**config.mk**
```make
export PLATFORM = sky130hd
export DESIGN_NAME = fppi_host
export DESIGN_NICKNAME = d
export VERILOG_FILES = /design/src/verilog/fppi_pkg.sv /design/src/verilog/fppi_host.sv
export VERILOG_INCLUDE_DIRS = /design/src /design/src/verilog
export SDC_FILE = /design/constraint.sdc
export NUM_CORES = 1
export LEC_CHECK = 0
export ABC_AREA = 1
export BUFFER_PORTS_ARGS = -buffer_cell sky130_fd_sc_hd__buf_2
export CORE_MARGIN = 10
export CORE_UTILIZATION = 50
export CTS_CLUSTER_DIAMETER = 30
export DETAILED_ROUTE_END_ITERATION = 8
export PLACE_DENSITY = 0.81
export SLEW_MARGIN = 20
export SYNTH_ARGS = -nofsm -noshare
export SYNTH_HDL_FRONTEND = slang
export SYNTH_SLANG_ARGS = --single-unit
```
**constraint.sdc**
```tcl
create_clock -name ref_clk_i -period 2.15 [get_ports ref_clk_i]
set_input_delay 0.215 -clock ref_clk_i [delete_from_list [all_inputs] [get_ports ref_clk_i]]
set_output_delay 0.215 -clock ref_clk_i [all_outputs]
set_load 0.02 [all_outputs]
```
**src/verilog/fppi_cfg.svh**
```systemverilog
// Offsets, field positions, reset values and timing counts of the FIFO port host
// How it works
// - Assert DMA acknowledge for non-multiplexed DMA
// - Separate read and write strobes, low pulses
// - Strobe only while chip select, DMA acknowledge or interrupt acknowledge held low
// - Control/data pin marks control or FIFO byte
// - Assert interrupt acknowledge for vector reads
// - Multiplexed bus carries address then data
// - DMA strobe moves bytes in multiplexed mode
// - Data strobe times multiplexed processor transfers
// - Read/write high reads, low writes
// - Pull acknowledge low when data taken/valid
// - Clear line low empties the FIFO
// - Data direction line reported as status
`ifndef FPPI_CFG_SVH
`define FPPI_CFG_SVH
`define FPPI_CLK_NS 20
`define FPPI_STB_NS 100
`define FPPI_REC_NS 60
`define FPPI_STB_CYC ((`FPPI_STB_NS + `FPPI_CLK_NS - 1) / `FPPI_CLK_NS)
`define FPPI_REC_CYC ((`FPPI_REC_NS + `FPPI_CLK_NS - 1) / `FPPI_CLK_NS)
`define FPPI_OFS_CTRL 12'h000
`define FPPI_OFS_CMD 12'h004
`define FPPI_OFS_STAT 12'h008
`define FPPI_CTRL_RST 7'h00
`define FPPI_MODE_NM 2'h0
`define FPPI_MODE_MX 2'h1
`define FPPI_MODE_HS 2'h2
`define FPPI_BIT_DMA 2
`define FPPI_BIT_CLR 3
`define FPPI_BIT_GPIN 4
`define FPPI_BIT_IEN 5
`define FPPI_CMD_ADDR 11:8
`define FPPI_CMD_CD 12
`define FPPI_CMD_RD 13
`define FPPI_CMD_IACK 14
`define FPPI_STAT_DONE 9
`endif

```
**src/verilog/fppi_pkg.sv**
```systemverilog
// Types shared by the FIFO port host
package fppi_pkg;
  typedef enum logic [2:0] {
    S_IDLE = 3'b000,
    S_ADDR = 3'b001,
    S_AGAP = 3'b010,
    S_STB = 3'b011,
    S_REC = 3'b100,
    S_HWAIT = 3'b101,
    S_HACK = 3'b110
  } fppi_state_t;
  typedef struct packed {
    logic psel;
    logic penable;
    logic pwrite;
    logic [11:0] paddr;
    logic [31:0] pwdata;
  } fppi_apb_req_t;
  typedef struct packed {
    logic [31:0] prdata;
    logic pready;
    logic pslverr;
  } fppi_apb_rsp_t;
endpackage

```
**src/verilog/fppi_host.sv**
```systemverilog
// Host controller driving the FIFO port pins, steered over APB
//
// The implementer's own choices: register access over APB and the register offsets.
`timescale 1ns/10ps
`include "fppi_cfg.svh"
module fppi_host (
  // Clock and reset
  input wire logic ref_clk_i,
  input wire logic nrst_i,
  // APB slave
  input wire fppi_pkg::fppi_apb_req_t apb_i,
  output fppi_pkg::fppi_apb_rsp_t apb_o,
  // Shared data bus
  input wire logic [7:0] d_i,
  output logic [7:0] d_o,
  output logic d_oe_o,
  // Processor modes
  input wire logic req_wait_n_i,
  output logic dma_ack_n_o,
  output logic rd_n_o,
  output logic wr_n_o,
  output logic ce_n_o,
  output logic cd_o,
  output logic irq_ack_n_o,
  output logic dma_strobe_n_o,
  output logic data_strobe_n_o,
  output logic rw_o,
  output logic addr_strobe_n_o,
  output logic cs_n_o,
  // Interrupt chain
  output logic chain_enable_in_o,
  input wire logic chain_enable_out_i,
  input wire logic irq_n_i,
  // Handshake mode
  input wire logic ready_or_avail_i,
  output logic handshake_ack_n_o,
  input wire logic full_i,
  input wire logic empty_i,
  input wire logic clear_n_i,
  output logic clear_n_o,
  output logic clear_n_oe_o,
  input wire logic data_dir_i,
  output logic gp_input_bit0_o,
  input wire logic gp_output_bit1_i,
  input wire logic gp_output_bit3_i,
  output logic oe_n_o
);
  import fppi_pkg::*;

  localparam logic [3:0] STB_LAST = 4'(`FPPI_STB_CYC - 1);
  localparam logic [3:0] REC_LAST = 4'(`FPPI_REC_CYC - 1);

  typedef struct packed {
    fppi_state_t st;
    logic [3:0] cnt;
    logic [1:0] mode;
    logic dma;
    logic clr;
    logic gpin;
    logic ien;
    logic [7:0] wdata;
    logic [3:0] addr;
    logic cd;
    logic rd;
    logic iack;
    logic [7:0] rdata;
    logic done;
    logic [31:0] prdata;
    logic pslverr;
  } fppi_regs_t;

  fppi_regs_t s;
  fppi_regs_t next_s;
  logic nm;
  logic mx;
  logic hs;
  logic busy;
  logic strobing;
  logic wr_acc;
  logic peer_ok;

  function automatic logic is_map(input logic [11:0] a);
    is_map = (a == `FPPI_OFS_CTRL) || (a == `FPPI_OFS_CMD) || (a == `FPPI_OFS_STAT);
  endfunction

  assign nm = s.mode == `FPPI_MODE_NM;
  assign mx = s.mode == `FPPI_MODE_MX;
  assign hs = s.mode == `FPPI_MODE_HS;
  assign busy = s.st != S_IDLE;
  assign strobing = s.st == S_STB;
  assign wr_acc = apb_i.psel && apb_i.penable && apb_i.pwrite;
  // Interlock: device must answer before the acknowledge is released
  assign peer_ok = s.rd ? ready_or_avail_i : !ready_or_avail_i;

  always_comb begin
    next_s = s;
    if (apb_i.psel && !apb_i.penable) begin
      next_s.pslverr = !is_map(apb_i.paddr);
      unique case (apb_i.paddr)
        `FPPI_OFS_CTRL: next_s.prdata = {26'h0000000, s.ien, s.gpin, s.clr, s.dma, s.mode};
        `FPPI_OFS_STAT: next_s.prdata = {12'h000, !req_wait_n_i, gp_output_bit3_i,
          gp_output_bit1_i, clear_n_i, data_dir_i, ready_or_avail_i, empty_i, full_i,
          chain_enable_out_i, !irq_n_i, s.done, busy, s.rdata};
        default: next_s.prdata = 32'h00000000;
      endcase
      // A new command while busy is refused and flagged
      if (apb_i.pwrite && apb_i.paddr == `FPPI_OFS_CMD && busy) begin
        next_s.pslverr = 1'b1;
      end
    end
    if (wr_acc && apb_i.paddr == `FPPI_OFS_CTRL) begin
      next_s.mode = apb_i.pwdata[1:0];
      next_s.dma = apb_i.pwdata[`FPPI_BIT_DMA];
      next_s.clr = apb_i.pwdata[`FPPI_BIT_CLR];
      next_s.gpin = apb_i.pwdata[`FPPI_BIT_GPIN];
      next_s.ien = apb_i.pwdata[`FPPI_BIT_IEN];
    end
    if (wr_acc && apb_i.paddr == `FPPI_OFS_STAT && apb_i.pwdata[`FPPI_STAT_DONE]) begin
      next_s.done = 1'b0;
    end
    if (wr_acc && apb_i.paddr == `FPPI_OFS_CMD && !busy) begin
      next_s.wdata = apb_i.pwdata[7:0];
      next_s.addr = apb_i.pwdata[`FPPI_CMD_ADDR];
      next_s.cd = apb_i.pwdata[`FPPI_CMD_CD];
      next_s.rd = apb_i.pwdata[`FPPI_CMD_RD] || apb_i.pwdata[`FPPI_CMD_IACK];
      next_s.iack = apb_i.pwdata[`FPPI_CMD_IACK];
      next_s.cnt = STB_LAST;
      if (hs) begin
        next_s.st = S_HWAIT;
      end else if (mx && !s.dma) begin
        next_s.st = S_ADDR;
      end else begin
        next_s.st = S_STB;
      end
    end
    unique case (s.st)
      S_IDLE: begin
      end
      S_ADDR: begin
        if (s.cnt != 4'h0) begin
          next_s.cnt = s.cnt - 4'h1;
        end else begin
          next_s.st = S_AGAP;
        end
      end
      S_AGAP: begin
        next_s.st = S_STB;
        next_s.cnt = STB_LAST;
      end
      S_STB: begin
        if (s.cnt != 4'h0) begin
          next_s.cnt = s.cnt - 4'h1;
        end else if (s.dma || req_wait_n_i) begin
          if (s.rd) begin
            next_s.rdata = d_i;
          end
          next_s.st = S_REC;
          next_s.cnt = REC_LAST;
        end
      end
      S_REC: begin
        if (s.cnt != 4'h0) begin
          next_s.cnt = s.cnt - 4'h1;
        end else begin
          next_s.st = S_IDLE;
          next_s.done = 1'b1;
        end
      end
      S_HWAIT: begin
        if (!peer_ok) begin
          next_s.st = S_HACK;
          next_s.cnt = STB_LAST;
        end
      end
      S_HACK: begin
        if (s.cnt != 4'h0) begin
          next_s.cnt = s.cnt - 4'h1;
          if (s.rd && s.cnt == 4'h1) begin
            next_s.rdata = d_i;
          end
        end else if (peer_ok) begin
          next_s.st = S_REC;
          next_s.cnt = REC_LAST;
        end
      end
      default: next_s.st = S_IDLE;
    endcase
  end

  always_ff @(posedge ref_clk_i) begin
    if (!nrst_i) begin
      s <= '0;
    end else begin
      s <= next_s;
    end
  end

  assign apb_o.prdata = s.prdata;
  assign apb_o.pready = apb_i.psel && apb_i.penable;
  assign apb_o.pslverr = apb_i.psel && apb_i.penable && s.pslverr;

  // Pin decode; all strobes idle high outside a transfer
  always_comb begin
    rd_n_o = !(nm && strobing && s.rd);
    wr_n_o = !(nm && strobing && !s.rd);
    ce_n_o = !(nm && !s.dma && !s.iack && (strobing || s.st == S_REC));
    dma_ack_n_o = !(nm && s.dma && (strobing || s.st == S_REC));
    irq_ack_n_o = !(s.iack && (nm ? (strobing || s.st == S_REC)
      : (s.st == S_ADDR || s.st == S_AGAP)));
    addr_strobe_n_o = !(mx && s.st == S_ADDR);
    cs_n_o = !(mx && !s.iack && (s.st == S_ADDR || s.st == S_AGAP));
    data_strobe_n_o = !(mx && !s.dma && strobing);
    dma_strobe_n_o = !(mx && s.dma && strobing);
    rw_o = busy ? s.rd : 1'b1;
    cd_o = s.cd;
    d_o = (s.st == S_ADDR) ? {4'h0, s.addr} : s.wdata;
    d_oe_o = (mx && s.st == S_ADDR) || (!s.rd && (((nm || mx) &&
      (strobing || s.st == S_REC)) || (hs && (s.st == S_HWAIT || s.st == S_HACK))));
    oe_n_o = !(hs && s.rd && s.st == S_HACK);
    handshake_ack_n_o = !(hs && s.st == S_HACK);
    chain_enable_in_o = s.ien;
    gp_input_bit0_o = s.gpin;
    clear_n_o = 1'b0;
    clear_n_oe_o = s.clr;
  end

  localparam int STBC = `FPPI_STB_CYC;
endmodule // fppi_host

```
==> PnR_summary.wiki, run 1 <==
{| class="wikitable"
! Metric !! Value
|-
| FF-to-FF path depth || 8
|-
| Core Region || 0.00596 mm²
|-
| Count of cell types in the netlist || 37
|-
| Number of antenna violations at the first check in global routing || 0
|-
| DR WL/cell || 14.1 µm
|-
| Layout fillers || 579
|-
| Synthesis-to-layout area growth || 17.9%
|-
| Post-CTS repair timing setup buffer count || 0
|-
| Cell-by-cell listing of the critical path || nand3_2 > inv_1 > nor2_1 > o21ai_0 > nand2_1 > nand2_1 > buf_2
|-
| Number of vias per cell || 4.97
|-
| Reg2Reg Capture Point || s[39]
|-
| Utilization after layout || 0.610
|-
| Element type at the critical path start || flip-flop
|-
| Final worst path period share || 0.914
|-
| CP max-delay cell || dfxtp_1
|-
| Min-delay src || irq_n_i
|-
| Max-cap violation count || 0
|-
| Endpoint class of the critical path || output port
|-
| DR vias || 2996
|-
| Post-route DRC violation count || 0
|-
| Height of the chip || 98.5 µm
|-
| Maximum cell stage delay along the critical path || 460 ps
|-
| Commonest cells after routing, fill and taps aside || buf_2, nand2_1, nor2_1, inv_1, dfxtp_1
|-
| Port-buffer cells || 96
|-
| Die W || 98.5 µm
|-
| Largest net degree at the start of global routing || 29
|-
| Slew margin rel. || 0.603
|-
| Final Critical Period || 1970 ps
|-
| Register-to-register setup slack || 380 ps
|-
| Critical Path AT || 1750 ps
|-
| Total I/O pin count || 127
|-
| H-tree Lvls || 3
|-
| CP max FO || 6
|-
| Fraction of layout cells with a size suffix above 1 || 0.263
|-
| Worst setup path category || flip-flop to output port
|-
| Max VDD drop || 0.000488 V
|-
| Total overflow reported by the global router || 0
|-
| Fin. Hold Viols || 0
|-
| Row count || 28
|-
| Worst Skew || 9.39 ps
|-
| Post-Syn Instances || about 450
|-
| Clock transition at the register clock pins on the worst setup and hold paths after CTS || roughly 70 ps
|-
| Combined buffer and inverter count along the critical path || 2
|-
| Clock network latency to the later pin of the worst-skew pair || 340 ps
|-
| Die Footprint || 0.00970 mm²
|-
| Synth warn || 0
|-
| Overall fraction of global-route tracks in use || 0.168
|-
| Post-CTS sizing || 0
|-
| Number of nets with antenna violations after routing || 0
|-
| Number of setup violations in the final report || 0
|-
| Dpl hpwl || approximately 6600 µm
|-
| Result of the run || completed
|-
| TritonCTS buffer count || 9
|-
| WHS Path Cells || 2
|-
| Leakage power total || 1.76 nW
|-
| Sink Count || 58
|-
| Design Power || ~0.0024 W
|-
| Post-synthesis average cell area || 6.93 µm²
|-
| Total power density per cell area || 647 mW/mm²
|-
| Violation count after the first detailed-route iteration || around 140
|-
| Synth Register Bits || a little under 60
|-
| Number of buffers inserted by hold repair at cts || 0
|-
| CTS tree || done
|-
| Post-layout net count || ~590
|-
| Reg-to-Reg Start || s[63]
|-
| Sum Neg Setup Slack || 0 ps
|-
| Max Root-Sink Buffers || 2
|-
| Fmax achieved || 0.509 GHz
|-
| Worst path top cell family by delay || flip-flops
|-
| Antenna Diode Count || 0
|-
| Library cell used as clock root buffer || clkbuf_8
|-
| Detailed Route WL || 8500 µm
|-
| CP dominant cell by count || nand2_1
|-
| Register area share after synthesis || 0.377
|-
| Critical Path RT || between 1500 and 2000 ps
|-
| Final Slew Violations || 0
|-
| Routability cong. || 0.876
|-
| Pin slew with the least headroom to its limit || 595 ps
|-
| First-pass GRT wire length || roughly 14000 µm
|-
| Leading cell type in the layout, fill and taps excluded || buf_2
|-
| Starting Density || 0.517
|-
| Setup repair after global routing missed its margin || false
|-
| Hold crit path type || primary input to flip-flop
|-
| Synthesized cell area || just over 0.003 mm²
|-
| End point of the worst hold path || apb_o[12]
|-
| Number of iterations in the first detailed-routing pass || 5
|-
| Vias in the first global route || 2922
|}
-- flip-flops by register name (all words and copies together), names as in the netlist --
name / flops
cd_o: 1
chain_enable_in_o: 1
gp_input_bit0_o: 1
apb_o: 20
clear_n_oe_o: 1
s: 34
-- worst reg2reg max path, cell delays in order, from the launching register on --
cell and delay (ps):
dfxtp_1 430, inv_1 70, ha_1 240, inv_1 90, nand3_1 130, o21ai_4 190, nand3_4 150, o21ai_0 300
nor2_1 70
-- metrics by stage --
| stage | instance area, µm² | instances | hold WS (ps) | setup WS [ps] |
|---|---|---|---|---|
| 5_1_grt | 3630 | 603 | 33.6 | 18.1 |
| 3_5_place_dp | 3420 | 587 | 401 | 394 |
| 3_3_place_gp | 3420 | 587 | 396 | 433 |
| 2_1_floorplan | 3130 | 457 | 311 | 633 |
| 6_report | 3630 | 603 | 51.5 | 184 |
| 4_1_cts | 3630 | 603 | 32.1 | 64.5 |
-- worst max path at each step --
stage,from,endpoint,cells after the start
floorplan,s[69],d_o[0],4
global placement,apb_i[33],s[66],9
detailed placement,apb_i[33],s[50],7
CTS,s[68],irq_ack_n_o,5
global route,s[67],d_oe_o,9
finish,s[67],d_oe_o,7
-- power by group --
group / internal, W / switching (W) / total (W)
combinational: 0.0000761 / 0.000137 / 0.000213
sequential: 0.00109 / 0.00000881 / 0.00110
clock: 0.000597 / 0.000437 / 0.00103
-- area by class of cell --
cell class              instances  area [µm²]  area share
inverters                      65         250      0.0689
well taps                      75        93.8      0.0258
clock inverters                 4        50.0      0.0138
multi-input cells             288        1400       0.386
clock buffers                  12         155      0.0427
repair buffers                101         518       0.143
flip-flops and latches         58        1160       0.320
-- layer usage --
| layer | vias to the layer above | global-route usage | share of wire |
|---|---|---|---|
| met4 | 0 | 0.0584 | 0.011 |
| met3 | 12 | 0.0615 | 0.078 |
| met1 | 1345 | 0.196 | 0.43 |
| met2 | 103 | 0.276 | 0.48 |
| li1 | 1536 | - | - |
| met5 | - | 0 | 0 |
-- synthesized netlist by cell type (all sizes together) --
master,number,area (µm²)
nand4,5,31.3
o22ai,1,6.26
inv,62,233
a22oi,1,7.51
dfxtp,58,1160
a31oi,2,12.5
clkinv,3,17.5
nand2,68,265
nand3,25,148
a211oi,4,35.0
o21ai,44,239
clkbuf,6,22.5
buf,40,297
xnor2,1,8.76
nor3,17,85.1
conb,1,3.75
or2,1,6.26
nor2,67,269
a21oi,28,140
ha,2,25.0
o211ai,8,60.1
xor2,1,8.76
-- kinds of logic after synthesis --
logic type	Yosys count	synth area share
AND/OR/NAND/NOR	183	0.261
buffers and inverters	111	0.185
AO/OA/AOI/OAI	88	0.162
flip-flops	58	0.377
XOR/XNOR	2	0.00569
adder cells (fa/ha/maj)	2	0.00812
other	1	0.00122
No activity file was read; power rests on OpenSTA's default activity.
==> run 2: changes to the inputs <==
- CORE_ASPECT_RATIO: default -> 0.6
==> run 2 against run 1 <==
Net effect:
- worst setup slack worse by 57 ps
- wire length rose by 0.65%
- hold slack worse by 6.5 ps
- die area is 1.1% higher
- global-route usage rose by 0.62 points
- maximum frequency fell by 2.8%
- non-clock buffer count stayed put
- register-to-register slack better by 20 ps
- via count grew 0.10%
- clock power increased by 9.7%
- total power increased by 4.0%
==> PnR_summary.wiki, run 2 (same netlist as run 1, synthesis figures left out) <==
{| class="wikitable"
! Metric !! Value
|-
| Leakage power total || 1.76 nW
|-
| Cell Area, Placed || between 0.003 and 0.004 mm²
|-
| Max VDD drop || 0.000340 V
|-
| Final worst path period share || 0.941
|-
| Endpoint class of the critical path || output port
|-
| Max-cap violation count || 0
|-
| Fraction of layout cells with a size suffix above 1 || 0.265
|-
| Final Slew Violations || 0
|-
| Pin slew with the least headroom to its limit || 609 ps
|-
| Layout fillers || 592
|-
| Number of iterations in the first detailed-routing pass || 5
|-
| Final Critical Period || ~2000 ps
|-
| Synthesis-to-layout area growth || 18.9%
|-
| Leading cell type in the layout, fill and taps excluded || buf_2
|-
| Fin. Hold Viols || 0
|-
| Total power density per cell area || 667 mW/mm²
|-
| Die W || 121 µm
|-
| Register ranked first by flip-flop count || s
|-
| Starting Density || 0.509
|-
| Result of the run || completed
|-
| Number of antenna violations at the first check in global routing || 0
|-
| Sink Count || 58
|-
| CP dominant cell by count || nand2_1
|-
| Min-delay src || irq_n_i
|-
| TritonCTS buffer count || 9
|-
| Routability cong. || 0.875
|-
| Post-layout instance area || between 0.003 and 0.004 mm²
|-
| Post-CTS repair timing setup buffer count || 0
|-
| Combined buffer and inverter count along the critical path || 2
|-
| Clock transition at the register clock pins on the worst setup and hold paths after CTS || 70 ps
|-
| Post-route DRC violation count || 0
|-
| Critical Path AT || 1810 ps
|-
| Violation count after the first detailed-route iteration || about 170
|-
| Die Footprint || a little under 0.01 mm²
|-
| Cell-by-cell listing of the critical path || nand3_2 > inv_1 > nor2_1 > o21ai_0 > nand2_1 > nand2_1 > buf_2
|-
| Reg-to-Reg Start || s[67]
|-
| Reg2Reg Capture Point || s[51]
|-
| End point of the worst hold path || apb_o[12]
|-
| Number of setup violations in the final report || 0
|-
| Number of vias per cell || 4.90
|-
| Vias in the first global route || about 2900
|-
| Detailed Route WL || between 8000 and 9000 µm
|-
| Overall fraction of global-route tracks in use || 0.174
|-
| Max Root-Sink Buffers || 2
|-
| Fmax achieved || just under 0.5 GHz
|-
| Hold crit path type || primary input to flip-flop
|-
| Antenna Diode Count || 0
|-
| FF-to-FF path depth || 7
|-
| Worst path top cell family by delay || flip-flops
|-
| Flip-flop count of the largest register after layout || 34
|-
| Dpl hpwl || around 6700 µm
|-
| Element type at the critical path start || flip-flop
|-
| Maximum cell stage delay along the critical path || 470 ps
|-
| CTS tree || done
|-
| Worst setup path category || flip-flop to output port
|-
| CP max-delay cell || dfxtp_1
|-
| Design Power || ~0.0024 W
|-
| DR vias || 2999
|-
| Number of buffers inserted by hold repair at cts || 0
|-
| Register-to-register setup slack || 400 ps
|-
| CP max FO || 6
|-
| Critical Path RT || 1930 ps
|-
| Post-CTS sizing || 0
|-
| Library cell used as clock root buffer || clkbuf_8
|-
| H-tree Lvls || 3
|-
| Core Region || 0.00606 mm²
|-
| First-pass GRT wire length || 13900 µm
|-
| WHS Path Cells || 2
|-
| Clock network latency to the later pin of the worst-skew pair || 340 ps
|-
| Height of the chip || 80.8 µm
|-
| Row count || 22
|-
| Commonest cells after routing, fill and taps aside || buf_2, nand2_1, nor2_1, inv_1, dfxtp_1
|-
| Total overflow reported by the global router || 0
|-
| Total I/O pin count || 127
|-
| Largest net degree at the start of global routing || 36
|-
| Slew margin rel. || 0.594
|-
| DR WL/cell || 14.0 µm
|-
| Worst Skew || roughly 7.4 ps
|-
| Total area of multi-input combinational cells || ~0.0014 mm²
|-
| Number of nets with antenna violations after routing || 0
|-
| Port-buffer cells || 96
|-
| Area used by sequential logic in the layout || around 0.0012 mm²
|-
| Post-layout net count || slightly below 600
|}
[run 2: area by class of cell]
type	instances	share of cell area
well taps	84	0.0287
clock buffers	9	0.0338
inverters	65	0.0683
flip-flops and latches	58	0.317
clock inverters	7	0.0277
repair buffers	101	0.141
multi-input cells	288	0.383
[run 2: layer usage]
| layer | GRT usage | vias to the layer above | wire, µm |
|---|---|---|---|
| met5 | 0 | - | 0 |
| met4 | 0.0403 | 0 | 85 |
| met3 | 0.0762 | 11 | 908 |
| met2 | 0.270 | 116 | 3620 |
| met1 | 0.220 | 1333 | 3940 |
| li1 | - | 1539 | - |
[run 2: report_power, final]
group	internal, W	total (W)	switching, W
logic	0.0000762	0.000215	0.000139
registers	0.00109	0.00110	0.00000858
clock network	0.000661	0.00113	0.000466
[run 2: worst max-delay path by stage]
stage / from / end / slack [ps] / cells past startpoint
after CTS: s[68] / irq_ack_n_o / 60 / 5
after global placement: s[68] / irq_ack_n_o / 440 / 5
after global routing: s[67] / d_oe_o / -0.2 / 7
after detailed placement: s[67] / s[51] / 410 / 7
final: s[67] / d_oe_o / 130 / 7
after floorplan: s[69] / d_o[0] / 630 / 4
[run 2: stage by stage]
step / std cells / utilization / hold slack, ps / worst slack [ps] / TNS, ps
floorplan: 457 / - / 311 / 633 / 0
global placement: 596 / 0.567 / 396 / 439 / 0
detailed placement: 596 / 0.567 / 399 / 414 / 0
CTS: 612 / 0.604 / 32.3 / 56.5 / 0
global route: 612 / 0.605 / 43.4 / -0.191 / -0.191
finish: 612 / 0.605 / 45.1 / 128 / 0
